`src/hw/sdtp_pkg.sv`:
```
// Purpose: Constants for the dynamic-memory timing parameter bank.
// Assumes: 32-bit APB register bus, one aligned word per register.
// Notes: Offsets are local choices, packed one aligned word apart.
package sdtp_pkg;
    // ****************************************************************
    // Register offsets
    // ****************************************************************
    localparam logic [7:0] SDTP_OFS_PRECHARGE = 8'h00;
    localparam logic [7:0] SDTP_OFS_ACT_TO_PRE = 8'h04;
    localparam logic [7:0] SDTP_OFS_SREF_EXIT = 8'h08;
    localparam logic [7:0] SDTP_OFS_WRITE_REC = 8'h0c;
    localparam logic [7:0] SDTP_OFS_ACT_TO_ACT = 8'h10;
    localparam logic [7:0] SDTP_OFS_AUTO_REF = 8'h14;
    localparam logic [7:0] SDTP_OFS_XSR_TO_ACT = 8'h18;
    // ****************************************************************
    // Field widths and reset values
    // ****************************************************************
    localparam int SDTP_W_RP = 4;
    localparam int SDTP_W_RAS = 4;
    localparam int SDTP_W_SREX = 7;
    localparam int SDTP_W_WR = 4;
    localparam int SDTP_W_RC = 5;
    localparam int SDTP_W_RFC = 5;
    localparam int SDTP_W_XSR = 8;
    localparam logic [3:0] SDTP_RST_RP = 4'hf;
    localparam logic [3:0] SDTP_RST_RAS = 4'hf;
    localparam logic [6:0] SDTP_RST_SREX = 7'h7f;
    localparam logic [3:0] SDTP_RST_WR = 4'hf;
    localparam logic [4:0] SDTP_RST_RC = 5'h1f;
    localparam logic [4:0] SDTP_RST_RFC = 5'h1f;
    localparam logic [7:0] SDTP_RST_XSR = 8'hff;
    // Number of wait states inserted on every register access.
    localparam int SDTP_WAIT_STATES = 1;
    // Number of chip selects sharing one set of values.
    localparam int SDTP_NUM_CS = 4;
    // Interval selectors for the sequencer-facing timer.
    typedef enum logic [2:0] {
        SDTP_T_RP, SDTP_T_RAS, SDTP_T_SREX, SDTP_T_WR, SDTP_T_RC, SDTP_T_RFC, SDTP_T_XSR
    } sdtp_interval_e;
endpackage

```
`src/hw/sdtp_timing_regs.sv`:
```
// Purpose: APB register bank of SDRAM timing values plus an interval timer.
// Assumes: Single clock, synchronous active-high reset used as power-on reset.
// Notes: Each field code n means n+1 cycles of the controller clock.
`timescale 1ns/1ps
module sdtp_timing_regs
    import sdtp_pkg::*;
(
    input wire logic clk_in,
    input wire logic sys_rst_in,
    input wire logic psel_in,
    input wire logic penable_in,
    input wire logic pwrite_in,
    input wire logic [7:0] paddr_in,
    input wire logic [31:0] pwdata_in,
    output logic [31:0] prdata_out,
    output logic pready_out,
    output logic pslverr_out,
    input wire logic timer_start_in,
    input wire logic [2:0] timer_sel_in,
    output logic timer_busy_out,
    output logic timer_done_out,
    output logic [3:0] precharge_out,
    output logic [3:0] act_to_pre_out,
    output logic [6:0] sref_exit_out,
    output logic [3:0] write_rec_out,
    output logic [4:0] act_to_act_out,
    output logic [4:0] auto_ref_out,
    output logic [7:0] xsr_to_act_out
);
    // ****************************************************************
    // Register bank
    // ****************************************************************
    logic [3:0] precharge_period, next_precharge_period;
    logic [3:0] activate_to_precharge_period, next_activate_to_precharge_period;
    logic [6:0] self_refresh_exit_time, next_self_refresh_exit_time;
    logic [3:0] write_recovery_time, next_write_recovery_time;
    logic [4:0] activate_to_activate_period, next_activate_to_activate_period;
    logic [4:0] auto_refresh_period, next_auto_refresh_period;
    logic [7:0] exit_self_refresh_to_activate, next_exit_self_refresh_to_activate;
    logic wait_done, next_wait_done;
    logic [31:0] rdata, next_rdata;
    logic addr_hit;
    logic access_end;

    // The access phase stalls one cycle, so pready rises in the second access cycle.
    assign pready_out = psel_in && penable_in && wait_done;
    assign access_end = pready_out;
    assign pslverr_out = access_end && !addr_hit;
    assign prdata_out = rdata;

    // Decode, read mux, wait state and write path.
    always_comb begin
        next_precharge_period = precharge_period;
        next_activate_to_precharge_period = activate_to_precharge_period;
        next_self_refresh_exit_time = self_refresh_exit_time;
        next_write_recovery_time = write_recovery_time;
        next_activate_to_activate_period = activate_to_activate_period;
        next_auto_refresh_period = auto_refresh_period;
        next_exit_self_refresh_to_activate = exit_self_refresh_to_activate;
        next_wait_done = psel_in && penable_in && !wait_done;
        next_rdata = rdata;
        addr_hit = 1'b1;
        // Reserved bits read as zero, which is one legal undefined value.
        unique case (paddr_in)
            SDTP_OFS_PRECHARGE: next_rdata = {28'h0000000, precharge_period};
            SDTP_OFS_ACT_TO_PRE: next_rdata = {28'h0000000, activate_to_precharge_period};
            SDTP_OFS_SREF_EXIT: next_rdata = {25'h0000000, self_refresh_exit_time};
            SDTP_OFS_WRITE_REC: next_rdata = {28'h0000000, write_recovery_time};
            SDTP_OFS_ACT_TO_ACT: next_rdata = {27'h0000000, activate_to_activate_period};
            SDTP_OFS_AUTO_REF: next_rdata = {27'h0000000, auto_refresh_period};
            SDTP_OFS_XSR_TO_ACT: next_rdata = {24'h000000, exit_self_refresh_to_activate};
            default: begin
                next_rdata = 32'h00000000;
                addr_hit = 1'b0;
            end
        endcase
        if (!(psel_in && !pwrite_in && penable_in && !wait_done)) begin
            next_rdata = rdata;
        end
        // Writes land only at the completing edge; reserved write bits are dropped.
        if (access_end && pwrite_in) begin
            unique case (paddr_in)
                SDTP_OFS_PRECHARGE: next_precharge_period = pwdata_in[3:0];
                SDTP_OFS_ACT_TO_PRE: next_activate_to_precharge_period = pwdata_in[3:0];
                SDTP_OFS_SREF_EXIT: next_self_refresh_exit_time = pwdata_in[6:0];
                SDTP_OFS_WRITE_REC: next_write_recovery_time = pwdata_in[3:0];
                SDTP_OFS_ACT_TO_ACT: next_activate_to_activate_period = pwdata_in[4:0];
                SDTP_OFS_AUTO_REF: next_auto_refresh_period = pwdata_in[4:0];
                SDTP_OFS_XSR_TO_ACT: next_exit_self_refresh_to_activate = pwdata_in[7:0];
                default: ;
            endcase
        end
    end

    // Reset loads the maxima; 7'h7f gives the 128-cycle self-refresh exit.
    always_ff @(posedge clk_in) begin
        if (sys_rst_in) begin
            precharge_period <= SDTP_RST_RP;
            activate_to_precharge_period <= SDTP_RST_RAS;
            self_refresh_exit_time <= SDTP_RST_SREX;
            write_recovery_time <= SDTP_RST_WR;
            activate_to_activate_period <= SDTP_RST_RC;
            auto_refresh_period <= SDTP_RST_RFC;
            exit_self_refresh_to_activate <= SDTP_RST_XSR;
            wait_done <= 1'b0;
            rdata <= 32'h00000000;
        end else begin
            precharge_period <= next_precharge_period;
            activate_to_precharge_period <= next_activate_to_precharge_period;
            self_refresh_exit_time <= next_self_refresh_exit_time;
            write_recovery_time <= next_write_recovery_time;
            activate_to_activate_period <= next_activate_to_activate_period;
            auto_refresh_period <= next_auto_refresh_period;
            exit_self_refresh_to_activate <= next_exit_self_refresh_to_activate;
            wait_done <= next_wait_done;
            rdata <= next_rdata;
        end
    end

    // One shared set feeds every chip select, so no per-select copy exists.
    assign precharge_out = precharge_period;
    assign act_to_pre_out = activate_to_precharge_period;
    assign sref_exit_out = self_refresh_exit_time;
    assign write_rec_out = write_recovery_time;
    assign act_to_act_out = activate_to_activate_period;
    assign auto_ref_out = auto_refresh_period;
    assign xsr_to_act_out = exit_self_refresh_to_activate;

    // ****************************************************************
    // Interval timer for the command sequencer
    // ****************************************************************
    logic [7:0] tcount, next_tcount;
    logic tbusy, next_tbusy;
    logic tdone, next_tdone;
    logic [7:0] tload;

    // The code is loaded as is: n counts down to zero in n+1 cycles.
    always_comb begin
        unique case (timer_sel_in)
            SDTP_T_RP: tload = {4'h0, precharge_period};
            SDTP_T_RAS: tload = {4'h0, activate_to_precharge_period};
            SDTP_T_SREX: tload = {1'b0, self_refresh_exit_time};
            SDTP_T_WR: tload = {4'h0, write_recovery_time};
            SDTP_T_RC: tload = {3'h0, activate_to_activate_period};
            SDTP_T_RFC: tload = {3'h0, auto_refresh_period};
            SDTP_T_XSR: tload = exit_self_refresh_to_activate;
            default: tload = 8'hff;
        endcase
    end

    // A start while busy is ignored; the running interval must finish first.
    always_comb begin
        next_tcount = tcount;
        next_tbusy = tbusy;
        next_tdone = 1'b0;
        if (tbusy) begin
            if (tcount == 8'h00) begin
                next_tbusy = 1'b0;
                next_tdone = 1'b1;
            end else begin
                next_tcount = tcount - 8'h01;
            end
        end else if (timer_start_in) begin
            next_tcount = tload;
            next_tbusy = 1'b1;
        end
    end

    // Timer state; reset leaves it idle so no stale interval survives a restart.
    always_ff @(posedge clk_in) begin
        if (sys_rst_in) begin
            tcount <= 8'h00;
            tbusy <= 1'b0;
            tdone <= 1'b0;
        end else begin
            tcount <= next_tcount;
            tbusy <= next_tbusy;
            tdone <= next_tdone;
        end
    end

    // Busy and done come straight from flip-flops, so the sequencer sees clean levels.
    assign timer_busy_out = tbusy;
    assign timer_done_out = tdone;
endmodule

```
`config.mk`:
```
export PLATFORM = sky130hd
export DESIGN_NAME = sdtp_timing_regs
export DESIGN_NICKNAME = d
export VERILOG_FILES = /design/src/hw/sdtp_pkg.sv /design/src/hw/sdtp_timing_regs.sv
export SDC_FILE = /design/constraint.sdc
export NUM_CORES = 1
export LEC_CHECK = 0
export ABC_AREA = 1
export BUFFER_PORTS_ARGS = -buffer_cell sky130_fd_sc_hd__clkbuf_2
export CAP_MARGIN = 30
export CORE_UTILIZATION = 53
export CTS_CLUSTER_DIAMETER = 100
export CTS_CLUSTER_SIZE = 28
export DETAILED_ROUTE_END_ITERATION = 10
export GPL_TIMING_DRIVEN = 0
export PLACE_DENSITY = 0.91
export SLEW_MARGIN = 15
export SYNTH_ARGS = -nofsm -noshare
export SYNTH_HDL_FRONTEND = slang
export SYNTH_SLANG_ARGS = --single-unit
export TNS_END_PERCENT = 10
```
`constraint.sdc`:
```
create_clock -name clk_in -period 4.4 [get_ports clk_in]
set_input_delay 0 -clock clk_in [delete_from_list [all_inputs] [get_ports clk_in]]
set_output_delay 0 -clock clk_in [all_outputs]
set_load 0.05 [all_outputs]
```
==> results of run 1 <==
==> cells by family after synthesis <==
| family | Yosys count | share of synthesized area (%) |
|---|---|---|
| adder cells (fa/ha/maj) | 1 | 0.393 |
| AO/OA/AOI/OAI | 80 | 14.1 |
| other | 1 | 0.118 |
| flip-flops | 56 | 35.2 |
| AND/OR/NAND/NOR | 242 | 34.3 |
| XOR/XNOR | 1 | 0.275 |
| buffers and inverters | 100 | 15.6 |
==> flip-flops by register name (all words and copies together), names as in the netlist <==
signal and flops:
precharge_out 4, prdata_out 8, auto_ref_out 5, act_to_pre_out 4, timer_done_out 1, act_to_act_out 5
tcount 8, timer_busy_out 1, wait_done 1, write_rec_out 4, sref_exit_out 7, xsr_to_act_out 8
==> worst max path at each step <==
stage,startpoint,to,slack (ps),cells past startpoint
2_1_floorplan,wait_done,pslverr_out,2180,4
3_3_place_gp,tcount[0],tcount[1],2730,11
3_5_place_dp,tcount[0],tcount[2],2750,11
4_1_cts,tcount[0],tcount[1],2710,11
5_1_grt,tcount[0],tcount[1],2470,11
6_report,tcount[0],tcount[1],2690,11
==> worst max-delay path, delay by kind of cell, from the launching register on <==
family                   cells  cell delay (ps)
buffers and inverters        4              310
flip-flops                   1              350
AO/OA/AOI/OAI                1              140
AND/OR/NAND/NOR              5              680
adder cells (fa/ha/maj)      1              160
==> layer usage <==
metal	global-route usage, %	share of wire [%]	up-vias
li1	-	-	1727
met1	39.2	43	1594
met2	52.0	48	176
met3	3.20	7.0	16
met4	10.2	2.0	0
met5	0	0	-
==> area by class of cell <==
type | instances | area [µm²]
Buffer | 36 | 254
Clock buffer | 5 | 68.8
Clock inverter | 3 | 25.0
Fill cell | 507 | 1780
Inverter | 64 | 243
Multi-Input combinational cell | 348 | 1650
Sequential cell | 56 | 1120
Tap cell | 72 | 90.1
Timing Repair Buffer | 77 | 410
==> cell usage in the layout, fill, tap and decap left out <==
master,count
nand2_1,125
clkbuf_2,72
inv_1,57
nand3_1,57
dfxtp_1,56
nor2_1,39
a21oi_1,29
o21ai_0,28
buf_4,26
conb_1,24
o211ai_1,14
o22ai_1,8
inv_2,5
buf_2,5
clkbuf_8,5
dlygate4sd3_1,5
nor2_4,4
nand2_2,3
nand4_1,3
nor3_1,3
clkbuf_1,3
nor2_2,2
clkinv_2,2
buf_6,2
inv_6,2
nor3_4,1
nand2_4,1
nor2_8,1
nor4_1,1
or2_2,1
nor4_4,1
o221ai_1,1
xor2_1,1
ha_1,1
clkinvlp_4,1
==> power groups by stage <==
stage	logic [mW]	clock network, mW	registers [mW]
global placement	0.211	0	0.539
floorplan	0.163	0	0.543
detailed placement	0.213	0	0.540
finish	0.221	0.299	0.528
CTS	0.217	0.300	0.528
global route	0.246	0.317	0.530
==> flow_metrics.py, run 1 <==
metrics = {
    "cts": {
        "cts_setup_buffers": 0,
        "cts_resized": 0,
        "clk_latency_ps": 310,
        "clock_path_buffers": 2,
        "cts.sinks": 56,
        "cts_buffers": 5,
        "hold_buffers": 5,
        "h-tree-depth": 2,
        "cts_root_buf": "clkbuf_8",
        "cts_tree": "built",
        "clk_pin_slew_ps": 110,
    },
    "place": {
        "place_area_um2": 3720,
        "pre_cts_ws_ps": 2750,
        "gp_routability_congestion": 0.944,
        "dp_cells": 648,
        "dpl.hpwl_um": 7160,
        "place.port_buffers": 72,
    },
    "synth": {
        "synth-edff-count": 0,
        "yosysWarnings": 0,
        "synth_top_area_share_pct": 35.2,
        "synth_top_cell_by_area": "dfxtp_1",
        "ys_async_sr_fraction_pct": 0,
        "synth_commonest_cells": "125 x nand2_1, 57 x inv_1, 57 x nand3_1, 56 x dfxtp_1, 39 x nor2_1",
        "synth_cell_types": 30,
        "synthFlopType": "dfxtp_1",
        "ys_seq_area_share_pct": 35.2,
        "syn_avg_cell_area_um2": 6.62,
        "synth-seq-cells": 56,
        "yosysMostFrequentCell": "nand2_1",
        "netlist_top_cells_area": "dfxtp_1 35%, nand2_1 15%, nand3_1 9.0%",
        "synth_area_um2": 3180,
        "synth_cells": 481,
    },
    "critical_path": {
        "cp_slowest_stage_delay_ps": 350,
        "ff2ff_setup_slack_ps": 2690,
        "cpMostUsedCell": "inv_1",
        "cp_data_required_time_ps": 4650,
        "startpoint_type": "flop",
        "r2r-end": "tcount[1]",
        "endpoint_kind": "flop",
        "worst-setup-path-type": "flop to flop",
        "critPathSlowestCell": "dfxtp_1",
        "reg2reg_depth": 11,
        "r2r-start": "tcount[0]",
        "crit_arrival_ps": 1960,
        "crit_chain": "inv_1 > ha_1 > inv_1 > nor2_1 > nand4_1 > nor2_1 > nand2_1 > nand2_2 > buf_6 > inv_1 > a21oi_1",
        "cp_max_fo": 10,
    },
    "power_and_ir_drop": {
        "power_leakage_nw": 2.15,
        "p_total_mw": 1.05,
        "seq_power_share_pct": 50.4,
        "pwr-share-comb_pct": 21.1,
        "clockPowerShare_pct": 28.5,
        "power_switching_mw": 0.345,
        "internal_power_mw": 0.704,
        "vdd_drop_max_mv": 0.175,
        "powerDensity_nw_per_um2": 271,
        "switching_share_pct": 32.9,
    },
    "run": {
        "cap_violations": 0,
    },
    "grt": {
        "grt_pass1_vias": 3098,
        "grt.overflow.total": 0,
        "grt_max_degree": 20,
        "grtUsageTotal_pct": 30.3,
        "grt_antenna_before_repair": 0,
        "grt_pass1_wl_um": 14700,
    },
    "die": {
        "ios": 122,
        "core_um2": 5640,
        "die_w_um": 79.5,
        "rows": 27,
        "initial_utilization_pct": 56.4,
        "die_area_um2": 6320,
        "die_h_um": 79.5,
    },
    "sta": {
        "final.min_clock_period_ps": 1710,
        "hold_slack_ps": 25.9,
        "timing.setup.tns_ps": 0,
        "tightestPinTransition_ps": 607,
        "max_freq_mhz": 586,
        "rsz0062_at_grt": "no",
        "relSlewSlack_pct": 59.5,
        "slew_viol_final": 0,
        "hold_viol": 0,
        "final-setup-viol-count": 0,
        "fin_worst_skew_ps": 9.53,
        "min_period_over_period_pct": 38.8,
        "setup_slack_ps": 2690,
    },
    "layout": {
        "final_core_util_pct": 68.5,
        "syn_to_final_growth_pct": 21.4,
        "antenna_cells": 0,
        "fin_nets": 638,
        "final_cells": 661,
        "design_area_um2": 3860,
        "drive_above_1_share_pct": 22.8,
    },
    "min_path": {
        "hold_class": "primary input to flop",
        "worstHoldStart": "penable_in",
        "hold-path-endpoint": "wait_done",
        "holdPathStages": 3,
    },
    "routing": {
        "drcViolationCount": 0,
        "drt_iter0_drc": 339,
        "wl_um": 9290,
        "drtAntennaViolNets": 0,
        "drtPass1Iterations": 7,
        "vias": 3513,
        "wl_per_cell_um": 14.0,
        "routed_via_density": 5.31,
    },
    "outcome": {
        "status": "finished clean",
    },
}
No activity file was read; power rests on OpenSTA's default activity.
==> run 2: changes to the inputs <==
- CORE_UTILIZATION: 53 -> 49
- PLACE_DENSITY: 0.91 -> 0.85
- clock period: 4.4 -> 1.8 ns (I/O delays scaled with it)
==> run 2 against run 1 <==
Critical endpoint is now pslverr_out. First-iteration DRC count rose by 8.0%. Sequential power increased by 140%. Critical path type is now flop to primary output. Highest routed layer unchanged. Global-route usage fell by 1.7 points. Largest power group unchanged.
==> flow_metrics.py, run 2 (synthesis results as in run 1) <==
metrics = {
    "outcome": {
        "status": "finished clean",
    },
    "critical_path": {
        "r2r-start": "tcount[0]",
        "r2r-end": "tcount[2]",
        "cp_slowest_stage_delay_ps": 430,
        "crit_end": "pslverr_out",
        "cp_data_required_time_ps": 1800,
        "worstSetupStartpoint": "wait_done",
        "crit_arrival_ps": 1660,
        "reg2reg_depth": 11,
        "ff2ff_setup_slack_ps": 150,
        "cp_max_fo": 3,
        "startpoint_type": "flop",
        "endpoint_kind": "primary output",
        "worst-setup-path-type": "flop to primary output",
        "cpMostUsedCell": "nor3_4",
        "critPathSlowestCell": "dfxtp_1",
        "crit_chain": "inv_2 > nor3_4 > nand4_1 > nor3_4 > clkbuf_2",
    },
    "cts": {
        "clock_path_buffers": 2,
        "cts_tree": "built",
        "cts.sinks": 56,
        "cts_buffers": 5,
        "clk_latency_ps": 320,
        "cts_root_buf": "clkbuf_8",
        "clk_pin_slew_ps": 100,
        "h-tree-depth": 2,
    },
    "sta": {
        "hold_slack_ps": 32.4,
        "timing.setup.tns_ps": 0,
        "rsz0062_at_grt": "no",
        "hold_viol": 0,
        "relSlewSlack_pct": 61.5,
        "final.min_clock_period_ps": 1660,
        "final-setup-viol-count": 0,
        "min_period_over_period_pct": 92.1,
        "fin_worst_skew_ps": 11.9,
        "max_freq_mhz": 603,
        "slew_viol_final": 0,
        "tightestPinTransition_ps": 577,
    },
    "layout": {
        "layout_commonest_cell": "nand2_1",
        "mostFrequentLayoutCells": "125 x nand2_1, 72 x clkbuf_2, 57 x inv_1, 57 x nand3_1, 56 x dfxtp_1",
        "syn_to_final_growth_pct": 22.2,
        "fin_nets": 638,
        "antenna_cells": 0,
        "drive_above_1_share_pct": 23.1,
    },
    "grt": {
        "grt_pass1_vias": 2961,
        "grtUsageTotal_pct": 28.6,
        "grt.overflow.total": 0,
        "grt_max_degree": 20,
        "grt_pass1_wl_um": 14400,
        "grt_antenna_before_repair": 0,
    },
    "power_and_ir_drop": {
        "switching_share_pct": 33.5,
        "vdd_drop_max_mv": 0.395,
        "pwr-share-comb_pct": 21.1,
        "power_leakage_nw": 2.15,
        "seq_power_share_pct": 49.9,
        "internal_power_mw": 1.73,
        "powerDensity_nw_per_um2": 666,
        "clockPowerShare_pct": 29.0,
        "p_total_mw": 2.59,
        "power_switching_mw": 0.868,
    },
    "min_path": {
        "holdPathStages": 3,
        "hold_class": "primary input to flop",
    },
    "routing": {
        "routed_via_density": 5.13,
        "drtPass1Iterations": 6,
        "wl_per_cell_um": 14.1,
        "drt_iter0_drc": 366,
        "wl_um": 9370,
        "drtAntennaViolNets": 0,
        "vias": 3414,
        "drcViolationCount": 0,
    },
    "run": {
        "cap_violations": 0,
    },
    "place": {
        "dpl.hpwl_um": 7330,
        "gp_routability_congestion": 0.944,
        "place.port_buffers": 72,
    },
    "die": {
        "die_w_um": 82.6,
        "ios": 122,
        "rows": 29,
        "die_area_um2": 6830,
        "initial_utilization_pct": 50.4,
        "die_h_um": 82.6,
        "core_um2": 6310,
    },
}
## run 2: power groups by stage
stage | clock (mW) | sequential [mW] | combinational [mW]
after floorplan | 0 | 1.33 | 0.399
after global placement | 0 | 1.32 | 0.521
after detailed placement | 0 | 1.32 | 0.528
after CTS | 0.750 | 1.29 | 0.540
after global routing | 0.802 | 1.30 | 0.609
final | 0.753 | 1.29 | 0.547
## run 2: per-stage QoR
stage	worst slack, ps	utilization (%)	instance area [µm²]	instances
after floorplan	42.6	-	3280	504
after global placement	98.4	59.2	3740	653
after detailed placement	33.9	59.2	3740	653
after CTS	93.7	61.6	3890	666
after global routing	33.8	61.7	3890	666
final	141	61.7	3890	666
## run 2: metal layers
metal	wire [µm]	up-vias	GRT usage [%]	part of all wire (%)
met5	0	-	0	0
met4	206	0	9.83	2.2
met3	621	19	4.62	6.6
met2	4350	157	45.5	46
met1	4190	1506	39.2	45
li1	-	1732	-	-
## run 2: worst max-delay path, delay by kind of cell (launching register included)
kind,cells,cell delay [ps]
buffers and inverters,2,350
and+or+nand+nor,3,550
DFF,1,430
## run 2: cell type report
class                           instances  area (µm²)
Fill cell                             617        2420
Multi-Input combinational cell        348        1670
Sequential cell                        56        1120
Timing Repair Buffer                   77         410
Buffer                                 36         254
Inverter                               64         243
Tap cell                               77        96.3
Clock buffer                            5        68.8
Clock inverter                          3        27.5
## run 2: worst min path at each step
stage | endpoint | slack [ps] | start
4_1_cts | act_to_pre_out[2] | 30 | pwdata_in[2]
3_5_place_dp | xsr_to_act_out[7] | 220 | pwdata_in[7]
2_1_floorplan | wait_done | 80 | sys_rst_in
5_1_grt | sref_exit_out[2] | 40 | pwdata_in[2]
6_report | wait_done | 30 | penable_in
3_3_place_gp | xsr_to_act_out[7] | 220 | pwdata_in[7]
## run 2: timing repair
| action | 4_1_cts | 5_1_grt |
|---|---|---|
| setup endpoints to repair | 1 | 3 |
| setup buffers | 0 | 0 |
| hold buffers | 5 | 0 |
| gates resized for setup | 1 | 1 |
| hold endpoints to repair | 10 | 0 |
==> run 3: changes to the inputs <==
- CORE_ASPECT_RATIO: unset -> 1.1
==> run 3 against run 2 <==
Total power decreased by 1.3%. Worst hold slack got worse by 1.7 ps. Highest routed layer unchanged. Clock skew decreased by 1.1 ps. Cell count increased by 0.45%. Via count increased by 1.1%.
==> flow_metrics.py, run 3 (synthesis results as in run 1) <==
metrics = {
    "die": {
        "die_area_um2": 6830,
        "initial_utilization_pct": 51.1,
        "core_um2": 6230,
        "die_w_um": 78.9,
        "rows": 30,
        "die_h_um": 86.6,
        "ios": 122,
    },
    "cts": {
        "clock_path_buffers": 2,
        "cts_setup_buffers": 0,
        "cts.sinks": 56,
        "h-tree-depth": 2,
        "cts_buffers": 5,
        "cts_root_buf": "clkbuf_8",
        "cts_tree": "built",
        "clk_latency_ps": 320,
        "clk_pin_slew_ps": 110,
    },
    "place": {
        "place_area_um2": 3740,
        "dp_cells": 656,
        "pre_cts_ws_ps": 107,
        "gp_routability_congestion": 0.943,
        "dpl.hpwl_um": 7210,
        "place.port_buffers": 72,
    },
    "min_path": {
        "hold-path-endpoint": "act_to_pre_out[1]",
        "hold_class": "primary input to flop",
        "holdPathStages": 3,
        "worstHoldStart": "pwdata_in[1]",
    },
    "sta": {
        "hold_viol": 0,
        "max_freq_mhz": 601,
        "final.min_clock_period_ps": 1660,
        "final-setup-viol-count": 0,
        "relSlewSlack_pct": 61.8,
        "slew_viol_final": 0,
        "rsz0062_at_grt": "yes",
        "setup_slack_ps": 136,
        "fin_worst_skew_ps": 10.8,
        "hold_slack_ps": 30.7,
        "min_period_over_period_pct": 92.5,
        "timing.setup.tns_ps": 0,
        "tightestPinTransition_ps": 574,
    },
    "critical_path": {
        "cp_data_required_time_ps": 1800,
        "ff2ff_setup_slack_ps": 160,
        "endpoint_kind": "primary output",
        "cp_max_fo": 3,
        "r2r-start": "tcount[1]",
        "worst-setup-path-type": "flop to primary output",
        "r2r-end": "tcount[1]",
        "reg2reg_depth": 11,
        "crit_arrival_ps": 1660,
        "startpoint_type": "flop",
    },
    "routing": {
        "wl_per_cell_um": 13.7,
        "wl_um": 9160,
        "vias": 3450,
        "drtAntennaViolNets": 0,
        "routed_via_density": 5.16,
        "drt_iter0_drc": 279,
        "drtPass1Iterations": 7,
        "drcViolationCount": 0,
    },
    "layout": {
        "syn_to_final_growth_pct": 22.1,
        "mostFrequentLayoutCells": "125 x nand2_1, 72 x clkbuf_2, 57 x inv_1, 57 x nand3_1, 56 x dfxtp_1",
        "num-fill-cells": 596,
        "fin_nets": 638,
        "layout_commonest_cell": "nand2_1",
        "final_core_util_pct": 62.4,
        "drive_above_1_share_pct": 23.1,
        "design_area_um2": 3890,
        "antenna_cells": 0,
        "final_cells": 669,
    },
    "power_and_ir_drop": {
        "vdd_drop_max_mv": 0.455,
        "powerDensity_nw_per_um2": 658,
        "power_leakage_nw": 2.15,
        "p_total_mw": 2.56,
    },
    "grt": {
        "grt_antenna_before_repair": 0,
        "grt_max_degree": 20,
        "grt_pass1_vias": 3044,
        "grt.overflow.total": 0,
        "grt_pass1_wl_um": 14500,
        "grtUsageTotal_pct": 27.6,
    },
    "run": {
        "cap_violations": 0,
    },
    "outcome": {
        "status": "finished clean",
    },
}
-- run 3: how the worst max path moves through the flow --
stage / start / slack (ps) / to / cells after the start
detailed placement: tcount[0] / 110 / tcount[2] / 11
finish: wait_done / 140 / pslverr_out / 5
floorplan: wait_done / 40 / sref_exit_out[1] / 7
CTS: tcount[0] / 80 / tcount[1] / 11
global route: tcount[0] / -9 / tcount[1] / 11
global placement: tcount[0] / 130 / tcount[1] / 11
-- run 3: power breakdown --
group	total (mW)	internal, mW	switching (mW)
Combinational	0.540	0.169	0.372
Clock	0.726	0.285	0.441
Sequential	1.29	1.27	0.0252
Total	2.56	1.72	0.838
-- run 3: cell type report --
class / instances / area (µm²) / share of cell area, %
Tap cell: 80 / 100 / 2.57
Buffer: 36 / 254 / 6.53
Inverter: 64 / 243 / 6.24
Clock inverter: 3 / 25.0 / 0.644
Clock buffer: 5 / 68.8 / 1.77
Timing Repair Buffer: 77 / 410 / 10.6
Sequential cell: 56 / 1120 / 28.8
Multi-Input combinational cell: 348 / 1670 / 42.9
-- run 3: per-layer routing --
layer	vias to the layer above	global-route usage, %	part of all wire (%)
met1	1559	36.4	42
met4	0	10.1	1.8
met3	17	3.37	7.8
met5	-	0	0
met2	157	46.4	49
li1	1717	-	-
-- run 3: worst max-delay path, stage by stage, from the launching register on --
cell	delay, ps
dfxtp_1	430
inv_2	60
nor3_4	240
nand4_1	170
nor3_4	140
clkbuf_2	290
-- run 3: timing repair --
action / in CTS / in global routing
hold buffers: 5 / 0
hold endpoints to repair: 11 / 0
gates resized for setup: 0 / 1
endpoints found under the setup margin: 0 / 8
